`src/verilog/tlfr_pkg.sv`:
```
// constants for the temperature limit and fault response block
package tlfr_pkg;
    // command codes of the held settings
    localparam logic [7:0] CMD_OT_WARN_THR = 8'h51;
    localparam logic [7:0] CMD_UT_WARN_THR = 8'h52;
    localparam logic [7:0] CMD_UT_FAULT_THR = 8'h53;
    localparam logic [7:0] CMD_UT_FAULT_ACT = 8'h54;
    // command code of the delay unit register, which lives outside this block
    localparam logic [7:0] CMD_DELAY_UNIT = 8'hC8;
    // reset values
    localparam logic [15:0] OT_WARN_THR_RST = 16'h0000;
    localparam logic [15:0] UT_WARN_THR_RST = 16'h0000;
    localparam logic [15:0] UT_FAULT_THR_RST = 16'h0000;
    localparam logic [7:0] UT_FAULT_ACT_RST = 8'h00;
    // fault action byte layout
    localparam int ACT_HI = 7;
    localparam int ACT_LO = 6;
    localparam int RETRY_HI = 5;
    localparam int RETRY_LO = 3;
    localparam int TIME_HI = 2;
    localparam int TIME_LO = 0;
    // action codes
    localparam logic [1:0] ACT_IGNORE = 2'h0;
    localparam logic [1:0] ACT_DELAY_RETRY = 2'h1;
    localparam logic [1:0] ACT_DISABLE_RETRY = 2'h2;
    localparam logic [1:0] ACT_RESUME_OK = 2'h3;
    // retry codes
    localparam logic [2:0] RETRY_NONE = 3'h0;
    localparam logic [2:0] RETRY_FOREVER = 3'h7;
    // linear numeric format layout
    localparam int LIN_EXP_HI = 15;
    localparam int LIN_EXP_LO = 11;
    localparam int LIN_MANT_HI = 10;
    localparam int LIN_MANT_LO = 0;
    localparam int LIN_BIAS = 16;
    localparam int FIX_W = 48;
    // widths
    localparam int UNIT_W = 16;
    localparam int TIMER_W = 24;
    // response states
    typedef enum logic [2:0] {
        TLFR_RUN,
        TLFR_DELAY,
        TLFR_OFF_WAIT,
        TLFR_HOLD,
        TLFR_LATCHED,
        TLFR_STOPPED
    } tlfr_state_t;
endpackage

```
`src/verilog/tlfr_top.sv`:
```
// temperature limits and under-temperature fault response engine
//
// Notes on behaviour
// - over-temperature warning threshold, 16 bits, linear format, at code 0x51
// - under-temperature warning threshold, 16 bits, linear format, at code 0x52
// - under-temperature fault threshold, 16 bits, linear format, at code 0x53
// - action byte at 0x54, bits 7:6; code 00 keeps the output running, though UT_FAULT is still raised
// - code 01 keeps running for the delay, then turns off and follows the retry setting if fault remains
// - code 10 disables output at once, then follows the retry setting
// - code 11 holds output off while fault lasts, resumes when gone
// - retry 000: no restart, output stays off until fault cleared
// - retry 001..110: that many restarts, then off until fault cleared
// - restart attempts start one programmed interval apart
// - retry 111 retries forever until commanded off, bias lost or other fault
// - bits 2:0 select two to the power field delay units
// - delay unit length comes from the separate register at 0xC8
`timescale 1ns/1ps
module tlfr_top
    import tlfr_pkg::*;
(
    // clock and reset
    input wire logic REF_CLK,
    input wire logic RESETN,
    // command access by code
    input wire logic CMD_WR,
    input wire logic CMD_RD,
    input wire logic [7:0] CMD_CODE,
    input wire logic [15:0] CMD_WDATA,
    output logic [15:0] RSP_RDATA,
    output logic RSP_VALID,
    output logic RSP_ERR,
    // measurement and system state
    input wire logic [15:0] TEMP_READING,
    input wire logic [tlfr_pkg::UNIT_W-1:0] DELAY_UNIT_CYCLES,
    input wire logic OUTPUT_ON_CMD,
    input wire logic BIAS_OK,
    input wire logic OTHER_FAULT_OFF,
    input wire logic FAULT_CLEAR,
    // status and control out
    output logic OT_WARNING,
    output logic UT_WARNING,
    output logic UT_FAULT,
    output logic OUTPUT_ENABLE,
    output logic FAULT_LATCHED_OFF,
    output logic RETRY_ACTIVE
);
    import tlfr_pkg::*;

    logic [15:0] ot_warn_thr_reg;
    logic [15:0] ut_warn_thr_reg;
    logic [15:0] ut_fault_thr_reg;
    logic [7:0] ut_fault_act_reg;
    tlfr_state_t state_reg;
    tlfr_state_t state_next;
    logic [TIMER_W-1:0] timer_reg;
    logic [TIMER_W-1:0] timer_next;
    logic [2:0] tries_reg;
    logic [2:0] tries_next;
    logic out_en_next;
    logic [1:0] act;
    logic [2:0] retry_code;
    logic [TIMER_W-1:0] interval;
    logic run_allowed;
    logic fault_now;
    logic ot_warn_now;
    logic ut_warn_now;
    logic signed [FIX_W-1:0] temp_fix;

    // the timer must hold 128 units of the widest delay unit
    if (TIMER_W < UNIT_W + 7) begin : g_timer_width
        $error("tlfr_top: delay timer narrower than the longest delay");
    end
    // the fixed point value must hold the largest mantissa at the largest exponent
    if (FIX_W < 42) begin : g_fix_width
        $error("tlfr_top: fixed point width too small for the linear compare");
    end

    // linear format to signed fixed point with LIN_BIAS fractional bits
    function automatic logic signed [FIX_W-1:0] lin_to_fix(input logic [15:0] v);
        logic signed [FIX_W-1:0] m;
        logic [5:0] sh;
        m = FIX_W'(signed'(v[LIN_MANT_HI:LIN_MANT_LO]));
        sh = 6'(signed'(v[LIN_EXP_HI:LIN_EXP_LO]) + LIN_BIAS);
        lin_to_fix = m <<< sh;
    endfunction

    // cycles in a delay of 2**field units, minus one for a count-down to zero
    function automatic logic [TIMER_W-1:0] delay_load(input logic [2:0] field,
                                                      input logic [UNIT_W-1:0] unit);
        logic [TIMER_W-1:0] cycles;
        cycles = TIMER_W'(unit) << field;
        if (cycles == '0) begin
            cycles = TIMER_W'(1);
        end
        delay_load = cycles - TIMER_W'(1);
    endfunction

    // where a fault sequence goes once the output has been switched off
    function automatic tlfr_state_t retry_entry(input logic [2:0] code);
        if (code == RETRY_NONE) begin
            retry_entry = TLFR_LATCHED;
        end else begin
            retry_entry = TLFR_OFF_WAIT;
        end
    endfunction

    // a failed attempt is the last one once a limited count is used up
    function automatic logic last_attempt(input logic [2:0] tries, input logic [2:0] code);
        last_attempt = (code != RETRY_FOREVER) && (tries + 3'h1 >= code);
    endfunction

    assign act = ut_fault_act_reg[ACT_HI:ACT_LO];
    assign retry_code = ut_fault_act_reg[RETRY_HI:RETRY_LO];
    assign interval = delay_load(ut_fault_act_reg[TIME_HI:TIME_LO], DELAY_UNIT_CYCLES);
    // retrying stops when commanded off, bias lost, or another fault shuts us down
    assign run_allowed = OUTPUT_ON_CMD & BIAS_OK & ~OTHER_FAULT_OFF;
    // the reading is decoded once and shared by all three comparisons
    assign temp_fix = lin_to_fix(TEMP_READING);
    // compare on the live reading so the response reacts without an extra cycle
    assign fault_now = temp_fix < lin_to_fix(ut_fault_thr_reg);
    // the compares are strict: a reading equal to a limit raises nothing
    assign ot_warn_now = temp_fix > lin_to_fix(ot_warn_thr_reg);
    assign ut_warn_now = temp_fix < lin_to_fix(ut_warn_thr_reg);

    // settings writes
    // a write to a code this block does not hold changes nothing here
    always_ff @(posedge REF_CLK) begin
        if (!RESETN) begin
            ot_warn_thr_reg <= OT_WARN_THR_RST;
            ut_warn_thr_reg <= UT_WARN_THR_RST;
            ut_fault_thr_reg <= UT_FAULT_THR_RST;
            ut_fault_act_reg <= UT_FAULT_ACT_RST;
        end else if (CMD_WR) begin
            unique case (CMD_CODE)
                CMD_OT_WARN_THR: ot_warn_thr_reg <= CMD_WDATA;
                CMD_UT_WARN_THR: ut_warn_thr_reg <= CMD_WDATA;
                CMD_UT_FAULT_THR: ut_fault_thr_reg <= CMD_WDATA;
                CMD_UT_FAULT_ACT: ut_fault_act_reg <= CMD_WDATA[7:0];
                default: ;
            endcase
        end
    end

    // read answers and refusal of unknown codes, one cycle after the strobe
    // read data rests at zero between answers, so idle cycles carry no stale value
    always_ff @(posedge REF_CLK) begin
        if (!RESETN) begin
            RSP_RDATA <= 16'h0000;
            RSP_VALID <= 1'b0;
            RSP_ERR <= 1'b0;
        end else begin
            RSP_VALID <= CMD_RD;
            RSP_ERR <= 1'b0;
            RSP_RDATA <= 16'h0000;
            if (CMD_RD) begin
                unique case (CMD_CODE)
                    CMD_OT_WARN_THR: RSP_RDATA <= ot_warn_thr_reg;
                    CMD_UT_WARN_THR: RSP_RDATA <= ut_warn_thr_reg;
                    CMD_UT_FAULT_THR: RSP_RDATA <= ut_fault_thr_reg;
                    CMD_UT_FAULT_ACT: RSP_RDATA <= {8'h00, ut_fault_act_reg};
                    default: RSP_ERR <= 1'b1;
                endcase
            end else if (CMD_WR) begin
                unique case (CMD_CODE)
                    CMD_OT_WARN_THR, CMD_UT_WARN_THR, CMD_UT_FAULT_THR, CMD_UT_FAULT_ACT: ;
                    default: RSP_ERR <= 1'b1;
                endcase
            end
        end
    end

    // limit comparisons
    always_ff @(posedge REF_CLK) begin
        if (!RESETN) begin
            OT_WARNING <= 1'b0;
            UT_WARNING <= 1'b0;
            UT_FAULT <= 1'b0;
        end else begin
            OT_WARNING <= ot_warn_now;
            UT_WARNING <= ut_warn_now;
            UT_FAULT <= fault_now;
        end
    end

    // response sequencing
    always_comb begin
        state_next = state_reg;
        timer_next = timer_reg;
        tries_next = tries_reg;
        out_en_next = 1'b1;
        unique case (state_reg)
            // running; a stop request outranks a fault, so no sequence starts while off
            TLFR_RUN: begin
                if (!run_allowed) begin
                    state_next = TLFR_STOPPED;
                    out_en_next = 1'b0;
                end else if (fault_now) begin
                    unique case (act)
                        ACT_IGNORE: state_next = TLFR_RUN;
                        ACT_DELAY_RETRY: begin
                            state_next = TLFR_DELAY;
                            timer_next = interval;
                        end
                        ACT_DISABLE_RETRY: begin
                            out_en_next = 1'b0;
                            tries_next = 3'h0;
                            timer_next = interval;
                            state_next = retry_entry(retry_code);
                        end
                        ACT_RESUME_OK: begin
                            out_en_next = 1'b0;
                            state_next = TLFR_HOLD;
                        end
                    endcase
                end
            end
            TLFR_DELAY: begin
                // output keeps running through the delay
                if (!run_allowed) begin
                    state_next = TLFR_STOPPED;
                    out_en_next = 1'b0;
                end else if (timer_reg != '0) begin
                    timer_next = timer_reg - TIMER_W'(1);
                end else if (!fault_now) begin
                    state_next = TLFR_RUN; // fault went away during the delay
                end else begin
                    out_en_next = 1'b0;
                    tries_next = 3'h0;
                    timer_next = interval;
                    state_next = retry_entry(retry_code);
                end
            end
            // output off between restart attempts
            TLFR_OFF_WAIT: begin
                out_en_next = 1'b0;
                if (!run_allowed) begin
                    state_next = TLFR_STOPPED;
                end else if (timer_reg != '0) begin
                    timer_next = timer_reg - TIMER_W'(1);
                end else if (!fault_now) begin
                    // the attempt is judged on the edge after the timer reaches zero
                    out_en_next = 1'b1; // restart attempt succeeds
                    state_next = TLFR_RUN;
                end else if (last_attempt(tries_reg, retry_code)) begin
                    state_next = TLFR_LATCHED;
                end else begin
                    // failed attempt; next one starts one interval later
                    tries_next = (retry_code == RETRY_FOREVER) ? tries_reg : tries_reg + 3'h1;
                    timer_next = interval;
                end
            end
            // output held off until the fault goes away by itself
            TLFR_HOLD: begin
                out_en_next = 1'b0;
                if (!run_allowed) begin
                    state_next = TLFR_STOPPED;
                end else if (!fault_now) begin
                    out_en_next = 1'b1;
                    state_next = TLFR_RUN;
                end
            end
            TLFR_LATCHED: begin
                out_en_next = 1'b0;
                // a clear with the fault still present does not release the latch
                if (FAULT_CLEAR && !fault_now && run_allowed) begin
                    out_en_next = 1'b1;
                    state_next = TLFR_RUN;
                end else if (!run_allowed) begin
                    state_next = TLFR_STOPPED;
                end
            end
            // commanded off; coming back starts fresh, any earlier latch is forgotten
            TLFR_STOPPED: begin
                out_en_next = 1'b0;
                if (run_allowed) begin
                    out_en_next = 1'b1;
                    state_next = TLFR_RUN;
                end
            end
            // an illegal state code parks the output off until run is granted
            default: begin
                out_en_next = 1'b0;
                state_next = TLFR_STOPPED;
            end
        endcase
    end

    // response state registers
    // the status flags follow the next state so they line up with OUTPUT_ENABLE
    always_ff @(posedge REF_CLK) begin
        if (!RESETN) begin
            state_reg <= TLFR_STOPPED;
            timer_reg <= '0;
            tries_reg <= 3'h0;
            OUTPUT_ENABLE <= 1'b0;
            FAULT_LATCHED_OFF <= 1'b0;
            RETRY_ACTIVE <= 1'b0;
        end else begin
            state_reg <= state_next;
            timer_reg <= timer_next;
            tries_reg <= tries_next;
            OUTPUT_ENABLE <= out_en_next;
            FAULT_LATCHED_OFF <= state_next == TLFR_LATCHED;
            RETRY_ACTIVE <= state_next == TLFR_OFF_WAIT;
        end
    end
endmodule

```
`config.mk`:
```
export PLATFORM = sky130hd
export DESIGN_NAME = tlfr_top
export DESIGN_NICKNAME = d
export VERILOG_FILES = /design/src/verilog/tlfr_pkg.sv /design/src/verilog/tlfr_top.sv
export SDC_FILE = /design/constraint.sdc
export NUM_CORES = 1
export LEC_CHECK = 0
export BUFFER_PORTS_ARGS = -buffer_cell sky130_fd_sc_hd__buf_2
export CAP_MARGIN = 5
export CORE_UTILIZATION = 55
export DETAILED_ROUTE_END_ITERATION = 12
export PLACE_DENSITY = 0.77
export SYNTH_ARGS = -nofsm -noshare
export SYNTH_HDL_FRONTEND = slang
export SYNTH_SLANG_ARGS = --single-unit
```
`constraint.sdc`:
```
create_clock -name REF_CLK -period 16.1 [get_ports REF_CLK]
set_clock_uncertainty 0.2 [all_clocks]
set_input_delay 4.025 -clock REF_CLK [delete_from_list [all_inputs] [get_ports REF_CLK]]
set_output_delay 4.025 -clock REF_CLK [all_outputs]
set_load 0.03 [all_outputs]
```
* Word-level counts from Yosys, hierarchy flattened
Index checks and enable logic that the tools add are counted.
Storage, ports and cells: output and inout bits 24, bits in registers 110, input bits 64
Cells by class: eq/ne operators 31, order comparisons 4, reductions and logical operators 20, shift-type cells 5, muxes and demuxes 57, add/subtract/negate cells 7, bitwise logic cells 3
Operator list (count):
- 24-bit two-way mux | 11
- 11-bit by 6-bit <<< shifter with 48-bit output | 4
- 48-bit less-than comparator | 2
- 3-bit two-way mux | 26
- 24-bit case mux with 3 select lines | 1
- 16-bit case mux with 4 select lines | 1
- 48-bit > comparator | 1
- 24-bit by 1-bit subtractor with 24-bit output (second input constant) | 2
- 8-bit by 7-bit == test with 1-bit output (second input constant) | 4
- 5-bit by 6-bit adder with 6-bit output (second input constant) | 4
- 24-bit zero test | 1
- 24-bit nonzero test | 1
- 16-bit by 3-bit << shifter with 24-bit output | 1
- 2-bit inequality test (second input constant) | 11
- 3-bit case mux with 6 select lines | 1
- 1-bit two-way mux | 14
- 3-bit == test (second input constant) | 4
- 3-bit inequality test (second input constant) | 4
- 3-bit case mux with 4 select lines | 1
- 12-bit AND reduction | 1
- 2-bit AND reduction | 5
- 3-bit by 2-bit == test with 1-bit output (second input constant) | 3
- 3-bit case mux with 3 select lines | 1
- 9-bit AND reduction | 1
- 16 further kinds | 22

* Longest topological paths before layout
Gate-level depths: netlist (run 1).
depth after elaboration 9, depth in mapped cells 20, depth with buffers taken out 18

* Worst setup path after synthesis (run 1)
OpenSTA, ideal clock, no wires.
path kind input port to flip-flop, from in TEMP_READING[11], to reg timer_reg[14], buffers on the path 3, stages on the path 18, slack 8.036 ns, arrival 7.794 ns, cell sequence clkbuf_1 buf_1 mux2i_1 o21ai_0 mux2i_1 a21o_1 o21ai_0 ha_1 nand4_1 nor2_1 a2111oi_0 o211ai_1 a31oi_1 xnor2_2 o21a_1 clkbuf_1 o21ai_0 a21oi_1
On the way: longest elaborated chain between the ends 5, elaborated cells between the ends (all ways) 7, classes of those cells add/sub: 1; order compare: 1; eq/ne: 3; shift: 1; reduce/logical: 1
Ends and longest elaborated chain:
- start, declared | RTL line tlfr_top.sv:33 | input wire logic [15:0] TEMP_READING,
- 5-bit by 6-bit adder with 6-bit output * | RTL line tlfr_top.sv:83 | sh = 6'(signed'(v[LIN_EXP_HI:LIN_EXP_LO]) + LIN_BIAS);
- 11-bit by 6-bit <<< shifter with 48-bit output * | RTL line tlfr_top.sv:84 | lin_to_fix = m <<< sh;
- 48-bit less-than comparator * | RTL line tlfr_top.sv:120 | assign fault_now = temp_fix < lin_to_fix(ut_fault_thr_reg);
- 3-bit inequality test (no line) or 2-bit inequality test (tied branches)
- 9-bit AND reduction (no line) *
- end signal, assigned | RTL line tlfr_top.sv:300 | timer_reg <= timer_next;
- end, declared | RTL line tlfr_top.sv:55 | logic [TIMER_W-1:0] timer_reg;
Mark *: on every way between the ends. The rest lies on a longest branch, timed or not. A chain may end at the register's enable or synchronous reset.

* Final worst setup path (run 1)
from in TEMP_READING[11], to reg timer_reg[18]
Same word-level chain as after synthesis.

==> results of run 1 <==
worst max-delay path: stages:
cell and delay (ns):
buf_2 0.31, mux2_2 0.39, o21ai_0 0.35, o21ai_0 0.19
o21bai_1 0.23, o21ai_0 0.26, ha_1 0.41, a21oi_1 0.15
nor2_1 0.05, a2111oi_0 0.40, o211ai_1 0.12, a31oi_1 0.42
xnor2_2 0.28, o21a_1 0.78, nand2_1 0.28, o32ai_1 0.31
kinds of logic (layout without fill, tap and decap cells):
group	after synthesis	in the layout	synth area share, %
AND/OR/NAND/NOR	687	687	24.4
AO/OA/AOI/OAI	564	564	27.1
buffers and inverters	160	158	4.86
multiplexers	147	147	12.0
adder cells (fa/ha/maj)	134	134	13.1
flip-flops	110	110	17.2
XOR/XNOR	18	18	1.29
metal layers:
metal | vias to the layer above | share of wire (%)
li1 | 6685 | -
met1 | 6309 | 45
met2 | 733 | 41
met3 | 109 | 10
met4 | 0 | 4.3
met5 | - | 0
area by class of cell:
cell class              instances  share of cell area [%]
clock buffers                  10                    1.68
clock inverters                 6                   0.460
inverters                      38                    1.05
repair buffers                104                    4.14
flip-flops and latches        110                    16.2
well taps                     313                    2.88
multi-input cells            1550                    73.6
power groups by stage:
stage / clock network, mW / registers (mW) / logic [mW]
after floorplan: 0 / 0.283 / 0.114
after global placement: 0 / 0.281 / 0.166
after detailed placement: 0 / 0.281 / 0.168
after CTS: 0.227 / 0.275 / 0.169
after global routing: 0.238 / 0.275 / 0.192
final: 0.226 / 0.275 / 0.174
path summary, 6_finish.rpt:
path / start / end / slack [ns]
worst max register to register: ut_fault_thr_reg[12] / timer_reg[18] / 10.21
worst max-delay path: TEMP_READING[11] / timer_reg[18] / 7.21
worst min register to register: tries_reg[1] / tries_reg[1] / 0.27
worst min-delay path: tries_reg[1] / tries_reg[1] / 0.27
cell usage after synthesis (all sizes together) (6+ instances only):
library cell | instances | area [sq um]
nor2 | 153 | 577
o32ai | 6 | 67.6
nand2b | 16 | 100
dfxtp | 110 | 2200
a21oi | 194 | 971
nor4b | 7 | 61.3
a31oi | 13 | 81.3
nor4 | 7 | 43.8
xnor2 | 10 | 95.1
a222oi | 8 | 80.1
ha | 134 | 1680
mux2i | 110 | 1100
a21o | 31 | 233
and3 | 6 | 37.5
inv | 34 | 128
xor2 | 8 | 70.1
a211oi | 22 | 165
a22oi | 31 | 233
a21boi | 6 | 45.1
o22ai | 13 | 81.3
nand4 | 34 | 228
nand3 | 45 | 225
clkbuf | 101 | 379
o21ai | 144 | 721
nor2b | 14 | 87.6
or2 | 7 | 43.8
nor3 | 51 | 260
or3 | 12 | 75.1
nand2 | 300 | 1130
mux2 | 35 | 398
buf | 21 | 101
o21a | 16 | 120
o211ai | 21 | 158
and2 | 13 | 81.3
o31a | 9 | 78.8
==> flow_metrics.env, run 1 <==
export IMPL_outcome="finished clean"
export IMPL_track_usage_pct=34.8
export IMPL_via_per_inst=6.49
export IMPL_cts_root_buf="clkbuf_16"
export IMPL_synth_edff_count=0
export IMPL_syn_to_final_growth_pct=6.13
export IMPL_dr_total_vias=13800
export IMPL_dp_slack_ns=6.98
export IMPL_arrival_ns=8.96
export IMPL_final_min_clock_period_ns=8.89
export IMPL_powerDensity_nw_per_um2=49.5
export IMPL_clk_transition_reported_paths_ns=0.08
export IMPL_postCtsSetupBuffers=0
export IMPL_stdcell_area_sq_um=13600
export IMPL_final_hold_viol_count=0
export IMPL_ys_ff_latch=110
export IMPL_cp_max_fo=25
export IMPL_worst_slew_pin_slew_ns=1.18
export IMPL_antenna_found_initial=0
export IMPL_syn_avg_cell_area_sq_um=7.05
export IMPL_critical_path_class="in2reg"
export IMPL_dr_pass1_iters=5
export IMPL_critPathLaunchType="primary input"
export IMPL_ys_types=80
export IMPL_fmax_mhz=112
export IMPL_grtUsageMet1_pct=49.6
export IMPL_drcViolationCount=0
export IMPL_holdWs_ns=0.269
export IMPL_fill_cells=2111
export IMPL_tritoncts="built"
export IMPL_final_common_cell="nand2_1"
export IMPL_switching_share_pct=33.6
export IMPL_io_buffers=87
export IMPL_slew_headroom_pct=20.9
export IMPL_netlist_area_sq_um=12800
export IMPL_grt_max_degree=82
export IMPL_layout_common_cells="300 x nand2_1, 194 x a21oi_1, 151 x nor2_1, 140 x o21ai_0, 134 x ha_1"
export IMPL_synth_seq_area_share_pct=17.2
export IMPL_drv_cap=0
export IMPL_rows=55
export IMPL_coreArea_sq_um=22800
export IMPL_cts_resized=0
export IMPL_setup_tns_ns=0
export IMPL_synth_nets=2018
export IMPL_clock_sinks=110
export IMPL_dp_hpwl_mm=31.8
export IMPL_rsz0062_at_grt="false"
export IMPL_reg2reg_depth=15
export IMPL_start_util_pct=56.3
export IMPL_p_sw_mw=0.227
export IMPL_clock_latency_ns=0.37
export IMPL_htree_num_levels=3
export IMPL_setup_viol=0
export IMPL_grt_pass1_vias=12200
export IMPL_crit_required_ns=16.17
export IMPL_async_reset_ff_share_pct=0
export IMPL_drive_above_1_share_pct=10.2
export IMPL_multi_input_area_sq_um=10000
export IMPL_largest_reg_flops=24
export IMPL_final_core_util_pct=59.8
export IMPL_pwr_share_clk_pct=33.5
export IMPL_wirelength_mm=42.0
export IMPL_globalRouteMet2Util_pct=49.9
export IMPL_end_kind="register"
export IMPL_report_final_slew_viol_count=0
export IMPL_yosysWarnings=0
export IMPL_p_leak_nw=5.20
export IMPL_grt_overflow=0
export IMPL_internal_power_mw=0.448
export IMPL_p_comb_share_pct=25.8
export IMPL_synthFlopType="dfxtp_1"
export IMPL_num_antenna_cells=0
export IMPL_cts_path_max_buffers=2
export IMPL_finish_net_count=2011
export IMPL_holdPathStages=2
export IMPL_die_area_sq_um=23900
export IMPL_met3_usage_pct=7.06
export IMPL_drt_initial_drc_count=1529
export IMPL_ir_drop_mv=0.0591
export IMPL_wl_per_cell_um=19.7
export IMPL_seq_area_sq_um=2200
export IMPL_p_seq_share_pct=40.8
export IMPL_dp_cells=2115
export IMPL_fin_cells=2131
export IMPL_grt_busiest_layer="met2"
export IMPL_io_pins=88
export IMPL_total_power_mw=0.674
export IMPL_period_share_pct=55.2
export IMPL_die_x_um=155
export IMPL_syn_inst=1820
export IMPL_postPlaceCellArea_sq_um=13300
export IMPL_setup_ws_ns=7.21
export IMPL_grt_pass1_wl_mm=65.8
export IMPL_globalplace_congestion=0.989
export IMPL_cts_made_buffers=9
export IMPL_die_h_um=155
export IMPL_drtAntennaViolNets=0
export IMPL_cts_hold_fix_buffers=0
export IMPL_hp_class="reg2reg"
Power figures use the tool's default switching activity.
==> inputs of run 2 (changes only) <==
Settings changed: ABC_AREA set to 1, PLACE_DENSITY 0.77 to 0.79.
Clock period 16.1 ns to 8.1 ns, I/O delays scaled along.
==> flow_metrics.env, run 2 <==
export IMPL_cp_slowest_cell="ha_1"
export IMPL_slew_headroom_pct=36.4
export IMPL_holdPathStages=2
export IMPL_synth_edff_count=0
export IMPL_crit_required_ns=8.16
export IMPL_critPathLaunchType="primary input"
export IMPL_ir_drop_mv=0.152
export IMPL_die_h_um=155
export IMPL_track_usage_pct=36.4
export IMPL_die_x_um=155
export IMPL_final_hold_viol_count=0
export IMPL_layout_common_cells="486 x nand2_1, 311 x o21ai_0, 204 x nor2_1, 179 x inv_1, 178 x a21oi_1"
export IMPL_cts_path_max_buffers=2
export IMPL_end_kind="register"
export IMPL_dr_total_vias=14300
export IMPL_setup_viol=0
export IMPL_dp_hpwl_mm=35.6
export IMPL_powerDensity_nw_per_um2=150
export IMPL_worstReg2RegEnd="timer_reg[17]"
export IMPL_cp_max_fo=31
export IMPL_cts_hold_fix_buffers=0
export IMPL_drive_above_1_share_pct=9.14
export IMPL_synth_common_cells="486 x nand2_1, 311 x o21ai_0, 204 x nor2_1"
export IMPL_multi_input_area_sq_um=9390
export IMPL_final_common_cell="nand2_1"
export IMPL_postCtsSetupBuffers=0
export IMPL_rsz0062_at_grt="false"
export IMPL_yosysWarnings=0
export IMPL_yosysMostFrequentCell="nand2_1"
export IMPL_ys_ff_latch=110
export IMPL_wirelength_mm=44.0
export IMPL_setup_tns_ns=0
export IMPL_final_min_clock_period_ns=5.98
export IMPL_clock_sinks=110
export IMPL_crit_chain="buf_2 -> inv_1 -> o21ai_0 -> inv_1 -> nand2_1 -> o21ai_0 -> mux2i_1 -> o21ai_0 -> ha_1 -> nand2_1 -> nor2_1 -> nand4_1 -> nor2_1 -> nor2_1 -> o21a_1 -> nand3_2 -> nand3_1 -> nand2_2 -> nand2_4 -> nor2_8 -> nor2b_2 -> nor2_2"
export IMPL_syn_inst=2117
export IMPL_cts_root_buf="clkbuf_16"
export IMPL_grt_max_degree=81
export IMPL_synth_seq_area_share_pct=17.2
export IMPL_hp_class="reg2reg"
export IMPL_p_leak_nw=6.03
export IMPL_grt_pass1_wl_mm=68.1
export IMPL_critical_path_class="in2reg"
export IMPL_syn_to_final_growth_pct=5.60
export IMPL_grt_pass1_vias=12600
export IMPL_rr_startpoint="ut_fault_thr_reg[14]"
export IMPL_holdPathEnd="RSP_RDATA[8]"
export IMPL_tritoncts="built"
export IMPL_yosys_top_cells_area="dfxtp_1 17%, nand2_1 14%, ha_1 13%"
export IMPL_cts_resized=0
export IMPL_ys_types=58
export IMPL_dr_pass1_iters=6
export IMPL_clock_latency_ns=0.37
export IMPL_coreArea_sq_um=22700
export IMPL_die_area_sq_um=23900
export IMPL_clk_transition_reported_paths_ns=0.09
export IMPL_syn_avg_cell_area_sq_um=6.04
export IMPL_antenna_found_initial=0
export IMPL_rows=55
export IMPL_grt_overflow=0
export IMPL_netlist_area_sq_um=12800
export IMPL_io_pins=88
export IMPL_seq_area_sq_um=2200
export IMPL_period_share_pct=73.8
export IMPL_arrival_ns=6.04
export IMPL_reg2reg_depth=19
export IMPL_stdcell_area_sq_um=13500
export IMPL_netlist_area_leader_share_pct=17.2
export IMPL_synthFlopType="dfxtp_1"
export IMPL_worstHoldStart="ut_warn_thr_reg[8]"
export IMPL_fmax_mhz=167
export IMPL_drv_cap=0
export IMPL_globalplace_congestion=1.04
export IMPL_postPlaceCellArea_sq_um=13200
export IMPL_worst_slew_pin_slew_ns=0.952
export IMPL_wl_per_cell_um=18.3
export IMPL_drtAntennaViolNets=0
export IMPL_yosys_area_top_type="dfxtp_1"
export IMPL_io_buffers=87
export IMPL_async_reset_ff_share_pct=0
export IMPL_outcome="finished clean"
export IMPL_num_antenna_cells=0
export IMPL_largest_reg_flops=24
export IMPL_synth_nets=2315
export IMPL_cts_made_buffers=9
export IMPL_fill_cells=2267
export IMPL_crit_path_max_incr_delay_ns=0.40
export IMPL_via_per_inst=5.95
export IMPL_htree_num_levels=3
export IMPL_finish_net_count=2315
export IMPL_drcViolationCount=0
export IMPL_drt_initial_drc_count=1563
export IMPL_report_final_slew_viol_count=0
export IMPL_start_util_pct=56.3
export IMPL_rrSetupSlack_ns=3.23
-- run 2: cell count changes after synthesis, moves of 27 or more --
cell     before  now
nand2_1     300  486
inv_1        31  179
mux2i_1     110   30
o21ai_1       4   31
o21ai_0     140  311
mux2_2       34    0
a22oi_1      31    0
nand3_1      45   90
nor2_1      152  204
a21o_1       31    3
-- run 2: logic make-up after synthesis --
family	Yosys count	synth area share [%]
flip-flops	110	17.2
XOR/XNOR	29	1.99
AND/OR/NAND/NOR	926	31.7
multiplexers	30	2.35
buffers and inverters	303	9.45
adder cells (fa/ha/maj)	134	13.1
AO/OA/AOI/OAI	585	24.2
-- run 2: how the worst max path moves through the flow --
stage | from | endpoint | slack, ns | cells after the start
2_1_floorplan | TEMP_READING[13] | timer_reg[17] | 2.79 | 22
3_3_place_gp | TEMP_READING[11] | timer_reg[17] | 1.79 | 23
3_5_place_dp | TEMP_READING[12] | timer_reg[17] | 1.77 | 23
4_1_cts | TEMP_READING[12] | timer_reg[17] | 2.16 | 23
5_1_grt | TEMP_READING[11] | timer_reg[17] | 1.77 | 27
6_report | TEMP_READING[12] | timer_reg[17] | 2.12 | 22
-- run 2: per-layer routing --
metal / vias to the layer above / share of wire [%] / track usage [%]
met3: 78 / 8.9 / 5.32
met1: 6465 / 46 / 51.7
met2: 657 / 42 / 56.0
met4: 0 / 3.2 / 12.7
li1: 7131 / - / -
met5: - / 0 / 0
-- run 2: power by group --
group,internal (mW),total [mW],switching [mW]
Sequential,0.569,0.601,0.0322
Combinational,0.320,0.934,0.614
Clock,0.248,0.487,0.239
Total,1.14,2.02,0.885
-- run 2: worst max-delay path: cells and delay by family --
kind | cells | cell delay, ns
fa+ha+maj | 1 | 0.40
compound gates | 4 | 0.96
mux | 1 | 0.26
buf+inv | 3 | 0.48
simple gates | 13 | 1.88
-- run 2: area by class of cell --
class                           count  area share, %
Sequential cell                   110           16.3
Clock buffer                        9           1.67
Inverter                          196           5.50
Timing Repair Buffer               96           3.72
Multi-Input combinational cell   1704           69.5
Clock inverter                      7          0.685
Tap cell                          285           2.64
-- run 2: stage by stage --
stage,setup WS (ns),hold WS [ns],instances,util (%),total power [mW]
after detailed placement,1.77,0.276,2391,58.1,1.51
after global routing,1.77,0.314,2407,59.5,2.16
after CTS,2.16,0.294,2407,59.5,2.00
after floorplan,2.79,0.245,2117,-,1.30
final,2.12,0.295,2407,59.5,2.02
after global placement,1.79,0.270,2391,58.1,1.50
